## config.mk

```make
export PLATFORM = sky130hd
export DESIGN_NAME = ana_regs
export DESIGN_NICKNAME = d
export VERILOG_FILES = /design/src/common/ana_pkg.sv /design/src/logic/ana_regs.sv
export VERILOG_INCLUDE_DIRS = /design/src /design/src/common
export SDC_FILE = /design/constraint.sdc
export NUM_CORES = 1
export LEC_CHECK = 0
export BUFFER_PORTS_ARGS = -buffer_cell sky130_fd_sc_hd__clkbuf_2
export CAP_MARGIN = 0
export CORE_MARGIN = 8
export CORE_UTILIZATION = 35
export CTS_BUF_LIST = sky130_fd_sc_hd__clkbuf_16
export CTS_CLUSTER_SIZE = 14
export DETAILED_ROUTE_END_ITERATION = 8
export GPL_TIMING_DRIVEN = 1
export HOLD_SLACK_MARGIN = 0.06
export PLACE_DENSITY = 0.71
export SLEW_MARGIN = 20
export SYNTH_ARGS = -nofsm -noshare
export SYNTH_HDL_FRONTEND = slang
export SYNTH_SLANG_ARGS = --single-unit
```

## constraint.sdc

```tcl
create_clock -name CLK -period 2.4 [get_ports CLK]
set_input_delay 0.72 -clock CLK [delete_from_list [all_inputs] [get_ports CLK]]
set_output_delay 0.72 -clock CLK [all_outputs]
set_load 0.05 [all_outputs]
```

## src/common/ana_cfg.svh

```systemverilog
// Constants for the auto-negotiation ability register bank.
// Assumes a 16-bit PHY management register port with 5-bit register addresses.
`ifndef ANA_CFG_SVH
`define ANA_CFG_SVH

`define ANA_ADDR_W          5
`define ANA_DATA_W          16
`define ANA_ADDR_ADVERT     5'h04
`define ANA_ADDR_PARTNER    5'h05
`define ANA_BIT_NEXT_PAGE   15
`define ANA_BIT_ACK         14
`define ANA_BIT_FAULT       13
`define ANA_BIT_RSV_HI      12
`define ANA_BIT_RSV_LO      11
`define ANA_BIT_PAUSE       10
`define ANA_BIT_T4          9
`define ANA_BIT_FAST_FDX    8
`define ANA_BIT_FAST_HDX    7
`define ANA_BIT_SLOW_FDX    6
`define ANA_BIT_SLOW_HDX    5
`define ANA_SEL_HI          4
`define ANA_SEL_LO          0
`define ANA_ADVERT_RESET    16'h01e1
`define ANA_ADVERT_WMASK    16'h3dff
`define ANA_PARTNER_MASK    16'he7ff
`define ANA_PARTNER_RESET   16'h0000

`endif

```

## src/common/ana_pkg.sv

```systemverilog
// Types shared by the auto-negotiation ability register bank.
// Assumes ana_cfg.svh supplies widths.
`include "ana_cfg.svh"

package ana_pkg;
    typedef logic [`ANA_DATA_W-1:0] ana_word_t;
    typedef logic [`ANA_ADDR_W-1:0] ana_addr_t;
    typedef enum logic [1:0] {
        ANA_SEL_NONE    = 2'b00,
        ANA_SEL_ADVERT  = 2'b01,
        ANA_SEL_PARTNER = 2'b10
    } ana_sel_e;
endpackage : ana_pkg

```

## src/logic/ana_regs.sv

```systemverilog
// Auto-negotiation local advertisement and partner ability registers.
// Assumes the management port and negotiation engine share CLK.
//
// Behaviour
// - Advert register feeds outgoing codeword abilities
// - Advert next-page bit reads zero always
// - Engine drives acknowledge bit, read-only, resets zero
// - Advert bit 13 local fault, RW, reset 0
// - Advert bits 12:11 reserved RW, meaningless
// - Advert bit 10 pause ability RW, reset 0
// - Advert bit 9 T4 reads zero always
// - Advert bits 8:5 RW, reset ones
// - Advert selector RW, reset 00001
// - Partner register read-only, loaded from codewords
// - Partner bit 15 partner next page
// - Partner bit 14 partner acknowledge from codeword
// - Partner bit 13 partner remote fault
// - Partner bits 12:11 read zero
// - Partner bit 10 partner pause ability
// - Partner bits 9:5 partner technology abilities
// - Partner selector resets 00000
// - Partner fault sets latched status fault
`include "ana_cfg.svh"
`timescale 1ns/1ps
`default_nettype none

module ana_regs (
    input  wire logic             CLK,
    input  wire logic             SYS_RST,
    input  wire ana_pkg::ana_addr_t MGMT_ADDR,
    input  wire logic             MGMT_WR,
    input  wire logic             MGMT_RD,
    input  wire ana_pkg::ana_word_t MGMT_WDATA,
    output var  ana_pkg::ana_word_t MGMT_RDATA,
    output var  logic             MGMT_RVALID,
    input  wire logic             AN_ACK_TX,
    input  wire logic             AN_CW_VALID,
    input  wire ana_pkg::ana_word_t AN_CW_RX,
    input  wire logic             AN_CLEAR,
    output var  ana_pkg::ana_word_t LOCAL_ABILITY_ADVERT,
    output var  logic             PARTNER_FAULT_EVENT
);
    import ana_pkg::*;

    // ------------------------------------------------------------
    // Address decode
    // ------------------------------------------------------------
    function automatic ana_sel_e decode(input ana_addr_t a);
        case (a)
            `ANA_ADDR_ADVERT:  decode = ANA_SEL_ADVERT;
            `ANA_ADDR_PARTNER: decode = ANA_SEL_PARTNER;
            default:           decode = ANA_SEL_NONE;
        endcase
    endfunction : decode

    // ------------------------------------------------------------
    // Field helpers
    // ------------------------------------------------------------
    // One bit of a word; reset values, write data and codewords share it
    function automatic logic bit_of(input ana_word_t w, input int unsigned i);
        bit_of = w[i];
    endfunction : bit_of

    // Protocol selector field of a word
    function automatic logic [4:0] sel_of(input ana_word_t w);
        sel_of = w[`ANA_SEL_HI:`ANA_SEL_LO];
    endfunction : sel_of

    // Technology field of a word, T4 down to slow half duplex
    function automatic logic [4:0] tech_of(input ana_word_t w);
        tech_of = w[`ANA_BIT_T4:`ANA_BIT_SLOW_HDX];
    endfunction : tech_of

    // ------------------------------------------------------------
    // Storage and views
    // ------------------------------------------------------------
    ana_sel_e   sel;
    logic       adv_wr;
    // Advertised fields
    logic       fault_q;
    logic [1:0] rsv_q;
    logic       pause_q;
    logic       fast_fdx_q;
    logic       fast_hdx_q;
    logic       slow_fdx_q;
    logic       slow_hdx_q;
    logic [4:0] selector_q;
    logic       ack_q;
    ana_word_t  advert_view;
    // Partner fields
    logic       lp_load;
    logic       lp_clear;
    logic       lp_next_page_q;
    logic       lp_ack_q;
    logic       lp_fault_q;
    logic       lp_pause_q;
    logic [4:0] lp_tech_q;
    logic [4:0] lp_sel_q;
    ana_word_t  partner_view;

    assign sel = decode(MGMT_ADDR);
    // Writes to address 5 or unmapped addresses reach no storage at all
    assign adv_wr   = MGMT_WR && (sel == ANA_SEL_ADVERT);
    // Clear outranks a codeword landing in the same cycle
    assign lp_clear = AN_CLEAR;
    assign lp_load  = AN_CW_VALID && !AN_CLEAR;

    // ------------------------------------------------------------
    // Local advertisement
    // ------------------------------------------------------------
    // ------------------------------------------------------------
    // Advertised fields
    // ------------------------------------------------------------
    // Only writable fields and the engine ack have storage; next page and T4 have none,
    // so no write can ever make them read as one
    always_ff @(posedge CLK or posedge SYS_RST) begin
        if (SYS_RST) begin
            fault_q <= bit_of(`ANA_ADVERT_RESET, `ANA_BIT_FAULT);
        end else if (adv_wr) begin
            fault_q <= bit_of(MGMT_WDATA, `ANA_BIT_FAULT);
        end
    end

    // Reserved pair is stored as written; software is meant to keep it zero
    always_ff @(posedge CLK or posedge SYS_RST) begin
        if (SYS_RST) begin
            rsv_q <= 2'b00;
        end else if (adv_wr) begin
            rsv_q <= MGMT_WDATA[`ANA_BIT_RSV_HI:`ANA_BIT_RSV_LO];
        end
    end

    // Pause ability starts off; software opts in
    always_ff @(posedge CLK or posedge SYS_RST) begin
        if (SYS_RST) begin
            pause_q <= bit_of(`ANA_ADVERT_RESET, `ANA_BIT_PAUSE);
        end else if (adv_wr) begin
            pause_q <= bit_of(MGMT_WDATA, `ANA_BIT_PAUSE);
        end
    end

    // Technology abilities; reset advertises all four
    always_ff @(posedge CLK or posedge SYS_RST) begin
        if (SYS_RST) begin
            fast_fdx_q <= bit_of(`ANA_ADVERT_RESET, `ANA_BIT_FAST_FDX);
        end else if (adv_wr) begin
            fast_fdx_q <= bit_of(MGMT_WDATA, `ANA_BIT_FAST_FDX);
        end
    end

    always_ff @(posedge CLK or posedge SYS_RST) begin
        if (SYS_RST) begin
            fast_hdx_q <= bit_of(`ANA_ADVERT_RESET, `ANA_BIT_FAST_HDX);
        end else if (adv_wr) begin
            fast_hdx_q <= bit_of(MGMT_WDATA, `ANA_BIT_FAST_HDX);
        end
    end

    always_ff @(posedge CLK or posedge SYS_RST) begin
        if (SYS_RST) begin
            slow_fdx_q <= bit_of(`ANA_ADVERT_RESET, `ANA_BIT_SLOW_FDX);
        end else if (adv_wr) begin
            slow_fdx_q <= bit_of(MGMT_WDATA, `ANA_BIT_SLOW_FDX);
        end
    end

    always_ff @(posedge CLK or posedge SYS_RST) begin
        if (SYS_RST) begin
            slow_hdx_q <= bit_of(`ANA_ADVERT_RESET, `ANA_BIT_SLOW_HDX);
        end else if (adv_wr) begin
            slow_hdx_q <= bit_of(MGMT_WDATA, `ANA_BIT_SLOW_HDX);
        end
    end

    // Selector is not checked; any code written is advertised as is
    always_ff @(posedge CLK or posedge SYS_RST) begin
        if (SYS_RST) begin
            selector_q <= sel_of(`ANA_ADVERT_RESET);
        end else if (adv_wr) begin
            selector_q <= sel_of(MGMT_WDATA);
        end
    end

    // ------------------------------------------------------------
    // Engine acknowledge
    // ------------------------------------------------------------
    // Ack comes only from the engine, so a stray software write cannot corrupt it
    always_ff @(posedge CLK or posedge SYS_RST) begin
        if (SYS_RST) begin
            ack_q <= 1'b0;
        end else begin
            ack_q <= AN_ACK_TX;
        end
    end

    // ------------------------------------------------------------
    // Advert word assembly
    // ------------------------------------------------------------
    // Fixed zeros are wired here rather than stored
    always_comb begin
        advert_view                                   = '0;
        advert_view[`ANA_BIT_NEXT_PAGE]               = 1'b0;
        advert_view[`ANA_BIT_ACK]                     = ack_q;
        advert_view[`ANA_BIT_FAULT]                   = fault_q;
        advert_view[`ANA_BIT_RSV_HI:`ANA_BIT_RSV_LO]  = rsv_q;
        advert_view[`ANA_BIT_PAUSE]                   = pause_q;
        advert_view[`ANA_BIT_T4]                      = 1'b0;
        advert_view[`ANA_BIT_FAST_FDX]                = fast_fdx_q;
        advert_view[`ANA_BIT_FAST_HDX]                = fast_hdx_q;
        advert_view[`ANA_BIT_SLOW_FDX]                = slow_fdx_q;
        advert_view[`ANA_BIT_SLOW_HDX]                = slow_hdx_q;
        advert_view[`ANA_SEL_HI:`ANA_SEL_LO]          = selector_q;
    end

    always_ff @(posedge CLK or posedge SYS_RST) begin
        if (SYS_RST) begin
            LOCAL_ABILITY_ADVERT <= `ANA_ADVERT_RESET;
        end else begin
            LOCAL_ABILITY_ADVERT <= advert_view;
        end
    end

    // ------------------------------------------------------------
    // Partner ability record
    // ------------------------------------------------------------
    // ------------------------------------------------------------
    // Partner fields
    // ------------------------------------------------------------
    // Writes at address 5 are dropped; reserved bits have no storage,
    // so a noisy codeword cannot make them read as one
    // Partner next page
    always_ff @(posedge CLK or posedge SYS_RST) begin
        if (SYS_RST) begin
            lp_next_page_q <= bit_of(`ANA_PARTNER_RESET, `ANA_BIT_NEXT_PAGE);
        end else if (lp_clear) begin
            lp_next_page_q <= bit_of(`ANA_PARTNER_RESET, `ANA_BIT_NEXT_PAGE);
        end else if (lp_load) begin
            lp_next_page_q <= bit_of(AN_CW_RX, `ANA_BIT_NEXT_PAGE);
        end
    end

    // Partner acknowledge, taken from the received codeword
    always_ff @(posedge CLK or posedge SYS_RST) begin
        if (SYS_RST) begin
            lp_ack_q <= bit_of(`ANA_PARTNER_RESET, `ANA_BIT_ACK);
        end else if (lp_clear) begin
            lp_ack_q <= bit_of(`ANA_PARTNER_RESET, `ANA_BIT_ACK);
        end else if (lp_load) begin
            lp_ack_q <= bit_of(AN_CW_RX, `ANA_BIT_ACK);
        end
    end

    // Partner remote fault
    always_ff @(posedge CLK or posedge SYS_RST) begin
        if (SYS_RST) begin
            lp_fault_q <= bit_of(`ANA_PARTNER_RESET, `ANA_BIT_FAULT);
        end else if (lp_clear) begin
            lp_fault_q <= bit_of(`ANA_PARTNER_RESET, `ANA_BIT_FAULT);
        end else if (lp_load) begin
            lp_fault_q <= bit_of(AN_CW_RX, `ANA_BIT_FAULT);
        end
    end

    // Partner pause ability
    always_ff @(posedge CLK or posedge SYS_RST) begin
        if (SYS_RST) begin
            lp_pause_q <= bit_of(`ANA_PARTNER_RESET, `ANA_BIT_PAUSE);
        end else if (lp_clear) begin
            lp_pause_q <= bit_of(`ANA_PARTNER_RESET, `ANA_BIT_PAUSE);
        end else if (lp_load) begin
            lp_pause_q <= bit_of(AN_CW_RX, `ANA_BIT_PAUSE);
        end
    end

    // Partner technologies, T4 included since the partner may offer it
    always_ff @(posedge CLK or posedge SYS_RST) begin
        if (SYS_RST) begin
            lp_tech_q <= tech_of(`ANA_PARTNER_RESET);
        end else if (lp_clear) begin
            lp_tech_q <= tech_of(`ANA_PARTNER_RESET);
        end else if (lp_load) begin
            lp_tech_q <= tech_of(AN_CW_RX);
        end
    end

    // Partner selector
    always_ff @(posedge CLK or posedge SYS_RST) begin
        if (SYS_RST) begin
            lp_sel_q <= sel_of(`ANA_PARTNER_RESET);
        end else if (lp_clear) begin
            lp_sel_q <= sel_of(`ANA_PARTNER_RESET);
        end else if (lp_load) begin
            lp_sel_q <= sel_of(AN_CW_RX);
        end
    end

    // ------------------------------------------------------------
    // Partner word assembly
    // ------------------------------------------------------------
    // Read-only view; only codewords and clear change it
    always_comb begin
        partner_view                                  = '0;
        partner_view[`ANA_BIT_NEXT_PAGE]              = lp_next_page_q;
        partner_view[`ANA_BIT_ACK]                    = lp_ack_q;
        partner_view[`ANA_BIT_FAULT]                  = lp_fault_q;
        partner_view[`ANA_BIT_RSV_HI:`ANA_BIT_RSV_LO] = 2'b00;
        partner_view[`ANA_BIT_PAUSE]                  = lp_pause_q;
        partner_view[`ANA_BIT_T4:`ANA_BIT_SLOW_HDX]   = lp_tech_q;
        partner_view[`ANA_SEL_HI:`ANA_SEL_LO]         = lp_sel_q;
    end

    // One-cycle pulse for the latched status fault bit elsewhere
    always_ff @(posedge CLK or posedge SYS_RST) begin
        if (SYS_RST) begin
            PARTNER_FAULT_EVENT <= 1'b0;
        end else begin
            PARTNER_FAULT_EVENT <= AN_CW_VALID && !AN_CLEAR
                                   && AN_CW_RX[`ANA_BIT_FAULT];
        end
    end

    // ------------------------------------------------------------
    // Read port
    // ------------------------------------------------------------
    always_ff @(posedge CLK or posedge SYS_RST) begin
        if (SYS_RST) begin
            MGMT_RDATA  <= '0;
            MGMT_RVALID <= 1'b0;
        end else begin
            MGMT_RVALID <= MGMT_RD;
            if (MGMT_RD) begin
                case (sel)
                    ANA_SEL_ADVERT:  MGMT_RDATA <= advert_view;
                    ANA_SEL_PARTNER: MGMT_RDATA <= partner_view;
                    default:         MGMT_RDATA <= '0;
                endcase
            end
        end
    end

endmodule : ana_regs
`default_nettype wire

```

* Yosys cells after proc, flatten, opt, wreduce, memory -nomap -nowiden
Cells that the tools add are included.
Operators by class: equality and inequality tests 4, muxes and demuxes 14, reduce and logical (&&, ||, !) cells 5
Operator list (count):
- $pmux W16 S2 | 1
- $mux W5 | 4
- $eq A5 B3 Y1 const B | 2
- $mux W1 | 8
- $pmux W2 S2 | 1
- $logic_and A1 B1 Y1 | 3
- $eq A2 B1 Y1 const B | 1
- $eq A2 B2 Y1 const B | 1
- $reduce_bool A2 Y1 | 1
- $logic_not A1 Y1 | 1
Word-level totals: output and inout port bits 34, register bits 60, word-level logic and storage cells 42, input port bits 44

* Depth between registers and ports, before layout
Gate-level depths: netlist of the first run.
depth after elaboration 4, depth in mapped cells 6, mapped depth without buffers 5

* Least setup slack after synthesis of the first run
OpenSTA, ideal clock, no wires.
kind input port to flip-flop, start point input MGMT_ADDR[4], end point register fault_q, setup time 125 ps, arrival 2115 ps, required time 2275 ps, buffers on the path 1, path slack 160 ps, stages on the path 6, cell sequence nor4b_1 nor2b_1 ha_1 nand2_2 buf_6 mux2_4
Between the ends: longest elaborated chain between the ends 4, elaborated cells on any way between the ends 5, those cells by class eq/ne (3); mux (1); reduce/logical (1)
RTL lines:
- start: declaration | RTL line ana_regs.sv:30 | input wire ana_pkg::ana_addr_t MGMT_ADDR,
- $eq A5 B3 Y1 | RTL line ana_regs.sv:49 | case (a)
- $pmux W2 S2 * | RTL line ana_regs.sv:49
- $eq A2 B1 Y1 * | RTL line ana_regs.sv:103 | assign adv_wr = MGMT_WR && (sel == ANA_SEL_ADVERT);
- $logic_and A1 B1 Y1 * | RTL line ana_regs.sv:103
- end signal: assignment | RTL line ana_regs.sv:118 | fault_q <= bit_of(`ANA_ADVERT_RESET, `ANA_BIT_FAULT);
- end signal: assignment | RTL line ana_regs.sv:120 | fault_q <= bit_of(MGMT_WDATA, `ANA_BIT_FAULT);
- end: declaration | RTL line ana_regs.sv:80 | logic fault_q;
Mark *: on every way between the ends. The rest lies on a longest branch, timed or not. A chain may end at the register's enable or synchronous reset.

* Final worst setup path of the first run
Ends and elaborated chain as after synthesis.

==> results of run 1 <==
==> through the flow <==
stage | worst slack (ns) | instances | power (mW) | cell area, um2
2_1_floorplan | 0.160 | 175 | 1.49 | 2310
3_3_place_gp | 0.0452 | 321 | 1.60 | 2790
3_5_place_dp | 0.0110 | 321 | 1.61 | 2790
4_1_cts | 0.346 | 337 | 2.70 | 3050
5_1_grt | 0.201 | 337 | 2.78 | 3050
6_report | 0.358 | 337 | 2.67 | 3050
==> cells by family (layout without fill, tap and decap cells) <==
group                    Yosys count  count (layout)  synth area share [%]
AO/OA/AOI/OAI                     29              29                  8.35
AND/OR/NAND/NOR                   28              28                  5.64
adder cells (fa/ha/maj)            2               2                  1.08
buffers and inverters             28             113                  5.53
multiplexers                      26              26                  13.6
other                              1               2                 0.163
flip-flops                        60              60                  65.6
==> layer usage <==
layer | global-route usage [%] | wire length (um)
met1 | 14.2 | 2380
met2 | 19.8 | 2770
met3 | 4.91 | 375
met4 | 5.21 | 74
met5 | 0 | 0
==> layout by cell type (no fill, tap or decap) <==
cell type / Yosys / final
sky130_fd_sc_hd__clkinv_2: 0 / 2
sky130_fd_sc_hd__o22ai_1: 14 / 14
sky130_fd_sc_hd__conb_1: 1 / 2
sky130_fd_sc_hd__nand2_1: 4 / 4
sky130_fd_sc_hd__nand2b_1: 4 / 4
sky130_fd_sc_hd__mux2i_1: 13 / 13
sky130_fd_sc_hd__buf_12: 0 / 2
sky130_fd_sc_hd__inv_2: 0 / 1
sky130_fd_sc_hd__inv_1: 17 / 18
sky130_fd_sc_hd__a22oi_1: 12 / 12
sky130_fd_sc_hd__a21oi_1: 1 / 1
sky130_fd_sc_hd__buf_4: 3 / 8
sky130_fd_sc_hd__clkinv_1: 0 / 3
sky130_fd_sc_hd__ha_1: 2 / 2
sky130_fd_sc_hd__and2_1: 1 / 1
sky130_fd_sc_hd__nand3_1: 2 / 2
sky130_fd_sc_hd__nor2_1: 14 / 14
sky130_fd_sc_hd__o21ai_0: 2 / 2
sky130_fd_sc_hd__clkbuf_2: 0 / 70
sky130_fd_sc_hd__nor4b_1: 1 / 1
sky130_fd_sc_hd__nor2b_1: 1 / 1
sky130_fd_sc_hd__nand2_2: 1 / 1
sky130_fd_sc_hd__clkbuf_16: 0 / 9
sky130_fd_sc_hd__mux2_4: 10 / 10
sky130_fd_sc_hd__dfstp_2: 10 / 10
sky130_fd_sc_hd__dfrtp_1: 50 / 50
sky130_fd_sc_hd__mux2_2: 3 / 3
==> final cells by class <==
cell class	count	area (um2)
repair buffers	80	450
well taps	77	96.3
multi-input cells	87	669
flip-flops and latches	60	1510
clock inverters	7	28.8
inverters	17	63.8
fillers	577	3300
clock buffers	9	225
==> power by group through the flow <==
stage	sequential, mW	combinational, mW	clock, mW
global route	1.21	0.418	1.16
floorplan	1.36	0.124	0
finish	1.20	0.392	1.08
detailed placement	1.21	0.398	0
global placement	1.21	0.392	0
CTS	1.20	0.400	1.10
==> state kept, by name (all words and copies together), names as in the netlist, 2 cells and up <==
signal / flops
MGMT_RDATA: 16
LOCAL_ABILITY_ADVERT: 14
lp_sel_q: 5
lp_tech_q: 5
selector_q: 5
rsv_q: 2
==> final timing paths <==
kind / start / end / slack [ns] / depth (start not counted)
hold reg to reg: ack_q / LOCAL_ABILITY_ADVERT[14] / 0.37 / 0
setup / recovery: MGMT_ADDR[4] / fault_q / 0.36 / 8
max in group asynchronous: SYS_RST / slow_hdx_q / 1.25 / 3
min in group asynchronous: SYS_RST / LOCAL_ABILITY_ADVERT[3] / 0.47 / 2
hold / removal: ack_q / LOCAL_ABILITY_ADVERT[14] / 0.37 / 0
setup reg to reg: selector_q[0] / MGMT_RDATA[0] / 1.55 / 2
==> results.md, run 1 <==
| Result | Value |
|---|---|
| Max-cap violations | 0 |
| Run status | finished clean |
| Area growth from synthesis to final layout | 32.1% |
| Seq cells post-synth | 60 |
| Highest Clock Rate | 490 MHz |
| Post-detail-place hpwl | 4050 um |
| Number of hold buffers added after CTS | 0 |
| CTS Sinks | 60 |
| DIE WIDTH | 97.2 um |
| Most common cell type on the critical path | sky130_fd_sc_hd__buf_4 |
| Total power per unit cell area | 876 nW/um2 |
| Worst slew margin relative to its limit | 57.1% |
| RSZ-0062 raised after global routing | false |
| Synthesis Warnings | 0 |
| Antenna viol nets, final | 0 |
| Seq pwr share | 44.8% |
| CP max stage cell | sky130_fd_sc_hd__nor4b_1 |
| Share of flip-flops with an asynchronous set or reset | 100% |
| Overflow after GRT | 0 |
| LEAKAGE | 1.54 nW |
| Net switching component of the power | 730 uW |
| Final layout net count | 301 |
| IO Port Bufs | 70 |
| Fraction of power consumed by combinational cells | 14.7% |
| Area enclosed by the die boundary | 9450 um2 |
| Peak supply drop | 436 uV |
| Setup-failing EPs final | 0 |
| Minimum clock period | 2.04 ns |
| Mean area per synthesized cell | 13.3 um2 |
| Critical path data arrival time | 2.24 ns |
| EDFF count, synth | 0 |
| Number of unique standard cell types used by synthesis | 24 |
| Final Hold Vio Count | 0 |
| Post-Route WL | 5610 um |
| Critical path capture point type | flop |
| Data required time at the worst endpoint | 2.60 ns |
| Ordered cell list for the critical path | clkbuf_2 -> nor4b_1 -> buf_4 -> nor2b_1 -> ha_1 -> nand2_2 -> buf_4 -> mux2_4 |
| Initial Utilization | 36.3% |
| Detail-routed net length per standard cell | 16.6 um |
| Hold crit path type | flop to flop |
| Vias in the first global route | 1,750 |
| Diode count | 0 |
| CTS-repair resized insts | 0 |
| Count of standard-cell rows | 29 |
| Worst slack on hold paths | 0.371 ns |
| Number of buffer and inverter stages on the critical path | 3 |
| Root Buffer Master | sky130_fd_sc_hd__clkbuf_16 |
| Total negative slack for setup checks | 0 ns |
| First-pass iteration count of the detailed router | 4 |
| Switching share of power | 27.4% |
| Fraction of the yosys area taken by sequential cells | 65.6% |
| Max stage delay on crit path | 0.36 ns |
| Critical path class | primary input to flop |
| Top-level I/O count | 78 |
| Fraction of final layout cells with drive strength greater than 1 | 44.6% |
| Cts bufs inserted | 9 |
| Predominant post-synthesis flop cell | sky130_fd_sc_hd__dfrtp_1 |
| Max Clock Skew | 0.00714 ns |
| Gpl congestion | 0.687 |
| Crit-path max FO | 5 |
| Clock share of power | 40.5% |
| Power Internal | 1.94 mW |
| Post-Syn Instances | 174 |
| Clock latency at the later pin of the worst-skew pair | 0.32 ns |
| First DRT Iteration DRCs | 46 |
| Number of antenna violations at the first check in global routing | 0 |
| Global-route wire length before repair | 9220 um |
| Delay-heaviest family, CP | simple AND/OR/NAND/NOR gates |
| Cell Area, Synth | 2310 um2 |
| Core footprint | 6350 um2 |
| Kind of start point of the critical path | primary input |
| Setup Buffers After CTS | 0 |
| Total track usage | 12.3% |
| DRC violations left | 0 |
| Total count of max-transition violations in the final report | 0 |
| Commonest cells in the netlist | sky130_fd_sc_hd__dfrtp_1 (50), sky130_fd_sc_hd__inv_1 (17), sky130_fd_sc_hd__nor2_1 (14), sky130_fd_sc_hd__o22ai_1 (14), sky130_fd_sc_hd__mux2i_1 (13) |
| Clock tree from TritonCTS | done |
| Final worst path period share | 85.1% |
| Tightest Pin Transition | 0.642 ns |
| Pin count of the biggest net entering global routing | 33 |
| Synth top area cells | sky130_fd_sc_hd__dfrtp_1 (54%), sky130_fd_sc_hd__dfstp_2 (11%), sky130_fd_sc_hd__mux2_4 (6.5%), sky130_fd_sc_hd__mux2i_1 (5.6%), sky130_fd_sc_hd__a22oi_1 (3.9%) |
| Vias after detailed routing | 1,569 |
| Average via count per standard cell | 4.66 |
| Chip Height | 97.2 um |
| Library cell occupying the most area in the post-synthesis netlist | sky130_fd_sc_hd__dfrtp_1 |
| Top-area cell type share of the netlist area | 54.2% |
| Final design utilization | 48.0% |
| Cell with the most instances after synthesis | sky130_fd_sc_hd__dfrtp_1 |
| Worst-case clock buffer depth | 2 |
| Max H-tree Level | 3 |
| Clock transition at the registers of the reported paths | 0.05 ns |
Power figures use the tool's default switching activity.
==> run 2, diff against run 1 <==
REMOVE_ABC_BUFFERS = 1   (was unset)
==> run 2 against run 1 <==
Net effect:
- via count increased by 1.2%
- non-clock buffer count increased by 2
- register-to-register slack about the same
- design area increased by 0.99%
==> results.md, run 2 (synthesized netlist as in run 1, its figures left out) <==
| Result | Value | Delta |
|---|---|---|
| Area growth from synthesis to final layout | 33.4% |  |
| Clock tree from TritonCTS | done |  |
| First DRT Iteration DRCs | 56 | +22% |
| Total power per unit cell area | 867 nW/um2 | -1.0% |
| Cell Count, Final, Fillers Out | 339 | +0.59% |
| Net switching component of the power | 724 uW | -0.90% |
| Count of standard-cell rows | 29 | unchanged |
| Crit-path max FO | 4 | -1 |
| Kind of start point of the critical path | primary input |  |
| Final design utilization | 48.5% | +0.47 points |
| Gpl congestion | 0.675 | -1.8% |
| CTS Sinks | 60 | unchanged |
| Initial Utilization | 36.3% | unchanged |
| Pin count of the biggest net entering global routing | 26 | -21% |
| Most frequent standard cell in the layout excluding fill and tap cells | sky130_fd_sc_hd__clkbuf_2 |  |
| Core footprint | 6350 um2 | unchanged |
| Power Internal | 1.94 mW | +0.26% |
| Most flops, register | MGMT_RDATA |  |
| Clock latency at the later pin of the worst-skew pair | 0.31 ns | about the same |
| Peak supply drop | 451 uV | +3.5% |
| Worst-case clock buffer depth | 2 | unchanged |
| IO Port Bufs | 70 | unchanged |
| DP Area | 2820 um2 | +0.99% |
| Root Buffer Master | sky130_fd_sc_hd__clkbuf_16 |  |
| Number of antenna violations at the first check in global routing | 0 | unchanged |
| Antenna viol nets, final | 0 | unchanged |
| Fraction of final layout cells with drive strength greater than 1 | 45.8% | +1.2 points |
| Area enclosed by the die boundary | 9450 um2 | unchanged |
| Seq pwr share | 44.7% | about the same |
| Total count of max-transition violations in the final report | 0 | unchanged |
| Tightest Pin Transition | 0.538 ns | -0.104 ns |
| Vias after detailed routing | 1,588 | +1.2% |
| Global-route wire length before repair | 9320 um | +1.1% |
| Clock share of power | 40.6% | about the same |
| DIE WIDTH | 97.2 um | unchanged |
| Post-Route WL | 5560 um | -0.82% |
| Chip Height | 97.2 um | unchanged |
| Area taken by flip-flops and latches | 1510 um2 | unchanged |
| Final layout net count | 303 | +0.66% |
| Hold crit path type | primary input to asynchronous set/reset pin |  |
| Placed cell count | 323 | +0.62% |
| Final Instance Area | 3080 um2 | +0.99% |
| Clock transition at the registers of the reported paths | 0.05 ns | about the same |
| CP max stage cell | sky130_fd_sc_hd__nor4b_1 |  |
| Total track usage | 12.5% | +0.15 points |
| Max Clock Skew | 0.00669 ns | -0.000452 ns |
| Ordered cell list for the critical path | clkbuf_2 -> nor4b_1 -> buf_4 -> nor2b_1 -> ha_1 -> nand2_2 -> buf_4 -> mux2_4 |  |
| Diode count | 0 | unchanged |
| Number of flip-flops in the largest register | 16 | unchanged |
| Max H-tree Level | 3 | unchanged |
| Max-cap violations | 0 | unchanged |
| Data required time at the worst endpoint | 2.59 ns | about the same |
| Switching share of power | 27.1% | -0.23 points |
| Max stage delay on crit path | 0.35 ns | about the same |
| CTS-repair resized insts | 0 | unchanged |
| Highest Clock Rate | 487 MHz | -0.62% |
| Average via count per standard cell | 4.68 | +0.61% |
| Commonest non-fill, non-tap cells in the layout | sky130_fd_sc_hd__clkbuf_2 (70), sky130_fd_sc_hd__dfrtp_1 (50), sky130_fd_sc_hd__inv_1 (19), sky130_fd_sc_hd__o22ai_1 (14), sky130_fd_sc_hd__nor2_1 (14) |  |
| Fraction of power consumed by combinational cells | 14.7% | about the same |
| Vias in the first global route | 1,823 | +4.2% |
| Cts bufs inserted | 9 | unchanged |
| Worst slack on hold paths | 0.376 ns | +0.00429 ns |
| Run status | finished clean |  |
| Fill cell count | 583 | +1.0% |
| Most common cell type on the critical path | sky130_fd_sc_hd__buf_4 |  |
| Detail-routed net length per standard cell | 16.4 um | -1.4% |
| Final Hold Vio Count | 0 | unchanged |
| Critical path data arrival time | 2.25 ns | about the same |
| Critical path capture point type | flop |  |
| First-pass iteration count of the detailed router | 4 | unchanged |
| Overflow after GRT | 0 | unchanged |
| Setup Buffers After CTS | 0 | unchanged |
| LEAKAGE | 1.57 nW | +1.5% |
| RSZ-0062 raised after global routing | false |  |
| Top-level I/O count | 78 | unchanged |
| Final worst path period share | 85.6% | +0.53 points |
| Minimum clock period | 2.05 ns | +0.0127 ns |
| Registers with the most flip-flops | MGMT_RDATA x16, LOCAL_ABILITY_ADVERT x14 |  |
| Post-detail-place hpwl | 3980 um | -1.8% |
| Critical path class | primary input to flop |  |
| DRC violations left | 0 | unchanged |
| Number of buffer and inverter stages on the critical path | 3 | unchanged |
| Number of hold buffers added after CTS | 0 | unchanged |
| Area of combinational cells with multiple inputs | 669 um2 | unchanged |
| Setup-failing EPs final | 0 | unchanged |
| Worst slew margin relative to its limit | 64.2% | +7.0 points |
| Delay-heaviest family, CP | simple AND/OR/NAND/NOR gates |  |
-- run 2: changes by cell type in the layout (fill, tap and decap cells not counted) --
cell and change:
sky130_fd_sc_hd__clkinv_2 +2, sky130_fd_sc_hd__buf_4 +1, sky130_fd_sc_hd__inv_1 +1, sky130_fd_sc_hd__buf_12 +1
sky130_fd_sc_hd__clkinv_1 -3
-- run 2: final timing paths --
path	slack (ns)	startpoint	endpoint	cells after the start
setup / recovery	0.35	MGMT_ADDR[4]	selector_q[2]	8
hold / removal	0.38	SYS_RST	LOCAL_ABILITY_ADVERT[13]	2
setup reg to reg	1.56	fast_hdx_q	MGMT_RDATA[7]	2
hold reg to reg	0.38	fast_fdx_q	LOCAL_ABILITY_ADVERT[8]	0
max in group asynchronous	1.38	SYS_RST	LOCAL_ABILITY_ADVERT[0]	3
min in group CLK	0.38	fast_fdx_q	LOCAL_ABILITY_ADVERT[8]	0
-- run 2: power groups by stage --
| stage | sequential (mW) | clock [mW] | combinational (mW) |
|---|---|---|---|
| 2_1_floorplan | 1.36 | 0 | 0.109 |
| 3_3_place_gp | 1.20 | 0 | 0.394 |
| 3_5_place_dp | 1.21 | 0 | 0.399 |
| 4_1_cts | 1.19 | 1.12 | 0.400 |
| 5_1_grt | 1.20 | 1.17 | 0.418 |
| 6_report | 1.19 | 1.08 | 0.392 |
-- run 2: final cells by class --
class / instances / share of cell area, %
sequential: 60 / 49.2
multi-input combinational: 87 / 21.7
timing repair buffer: 82 / 15.5
clock buffer: 9 / 7.32
tap: 77 / 3.13
inverter: 17 / 2.07
clock inverter: 7 / 1.02
-- run 2: metrics by stage --
stage	TNS, ns	setup WS (ns)	power, mW
after floorplan	-1.00	-0.0979	1.47
after CTS	0	0.358	2.71
after global placement	0	0.0752	1.60
after detailed placement	0	0.0386	1.61
final	0	0.345	2.67
after global routing	0	0.289	2.79
-- run 2: per-layer routing --
layer,vias up,routed length (um),share of wire [%],global-route usage (%)
li1,757,-,-,-
met1,781,2420,44,14.6
met2,45,2690,48,19.4
met3,5,398,7.2,5.19
met4,0,49,0.88,5.68
met5,-,0,0,0
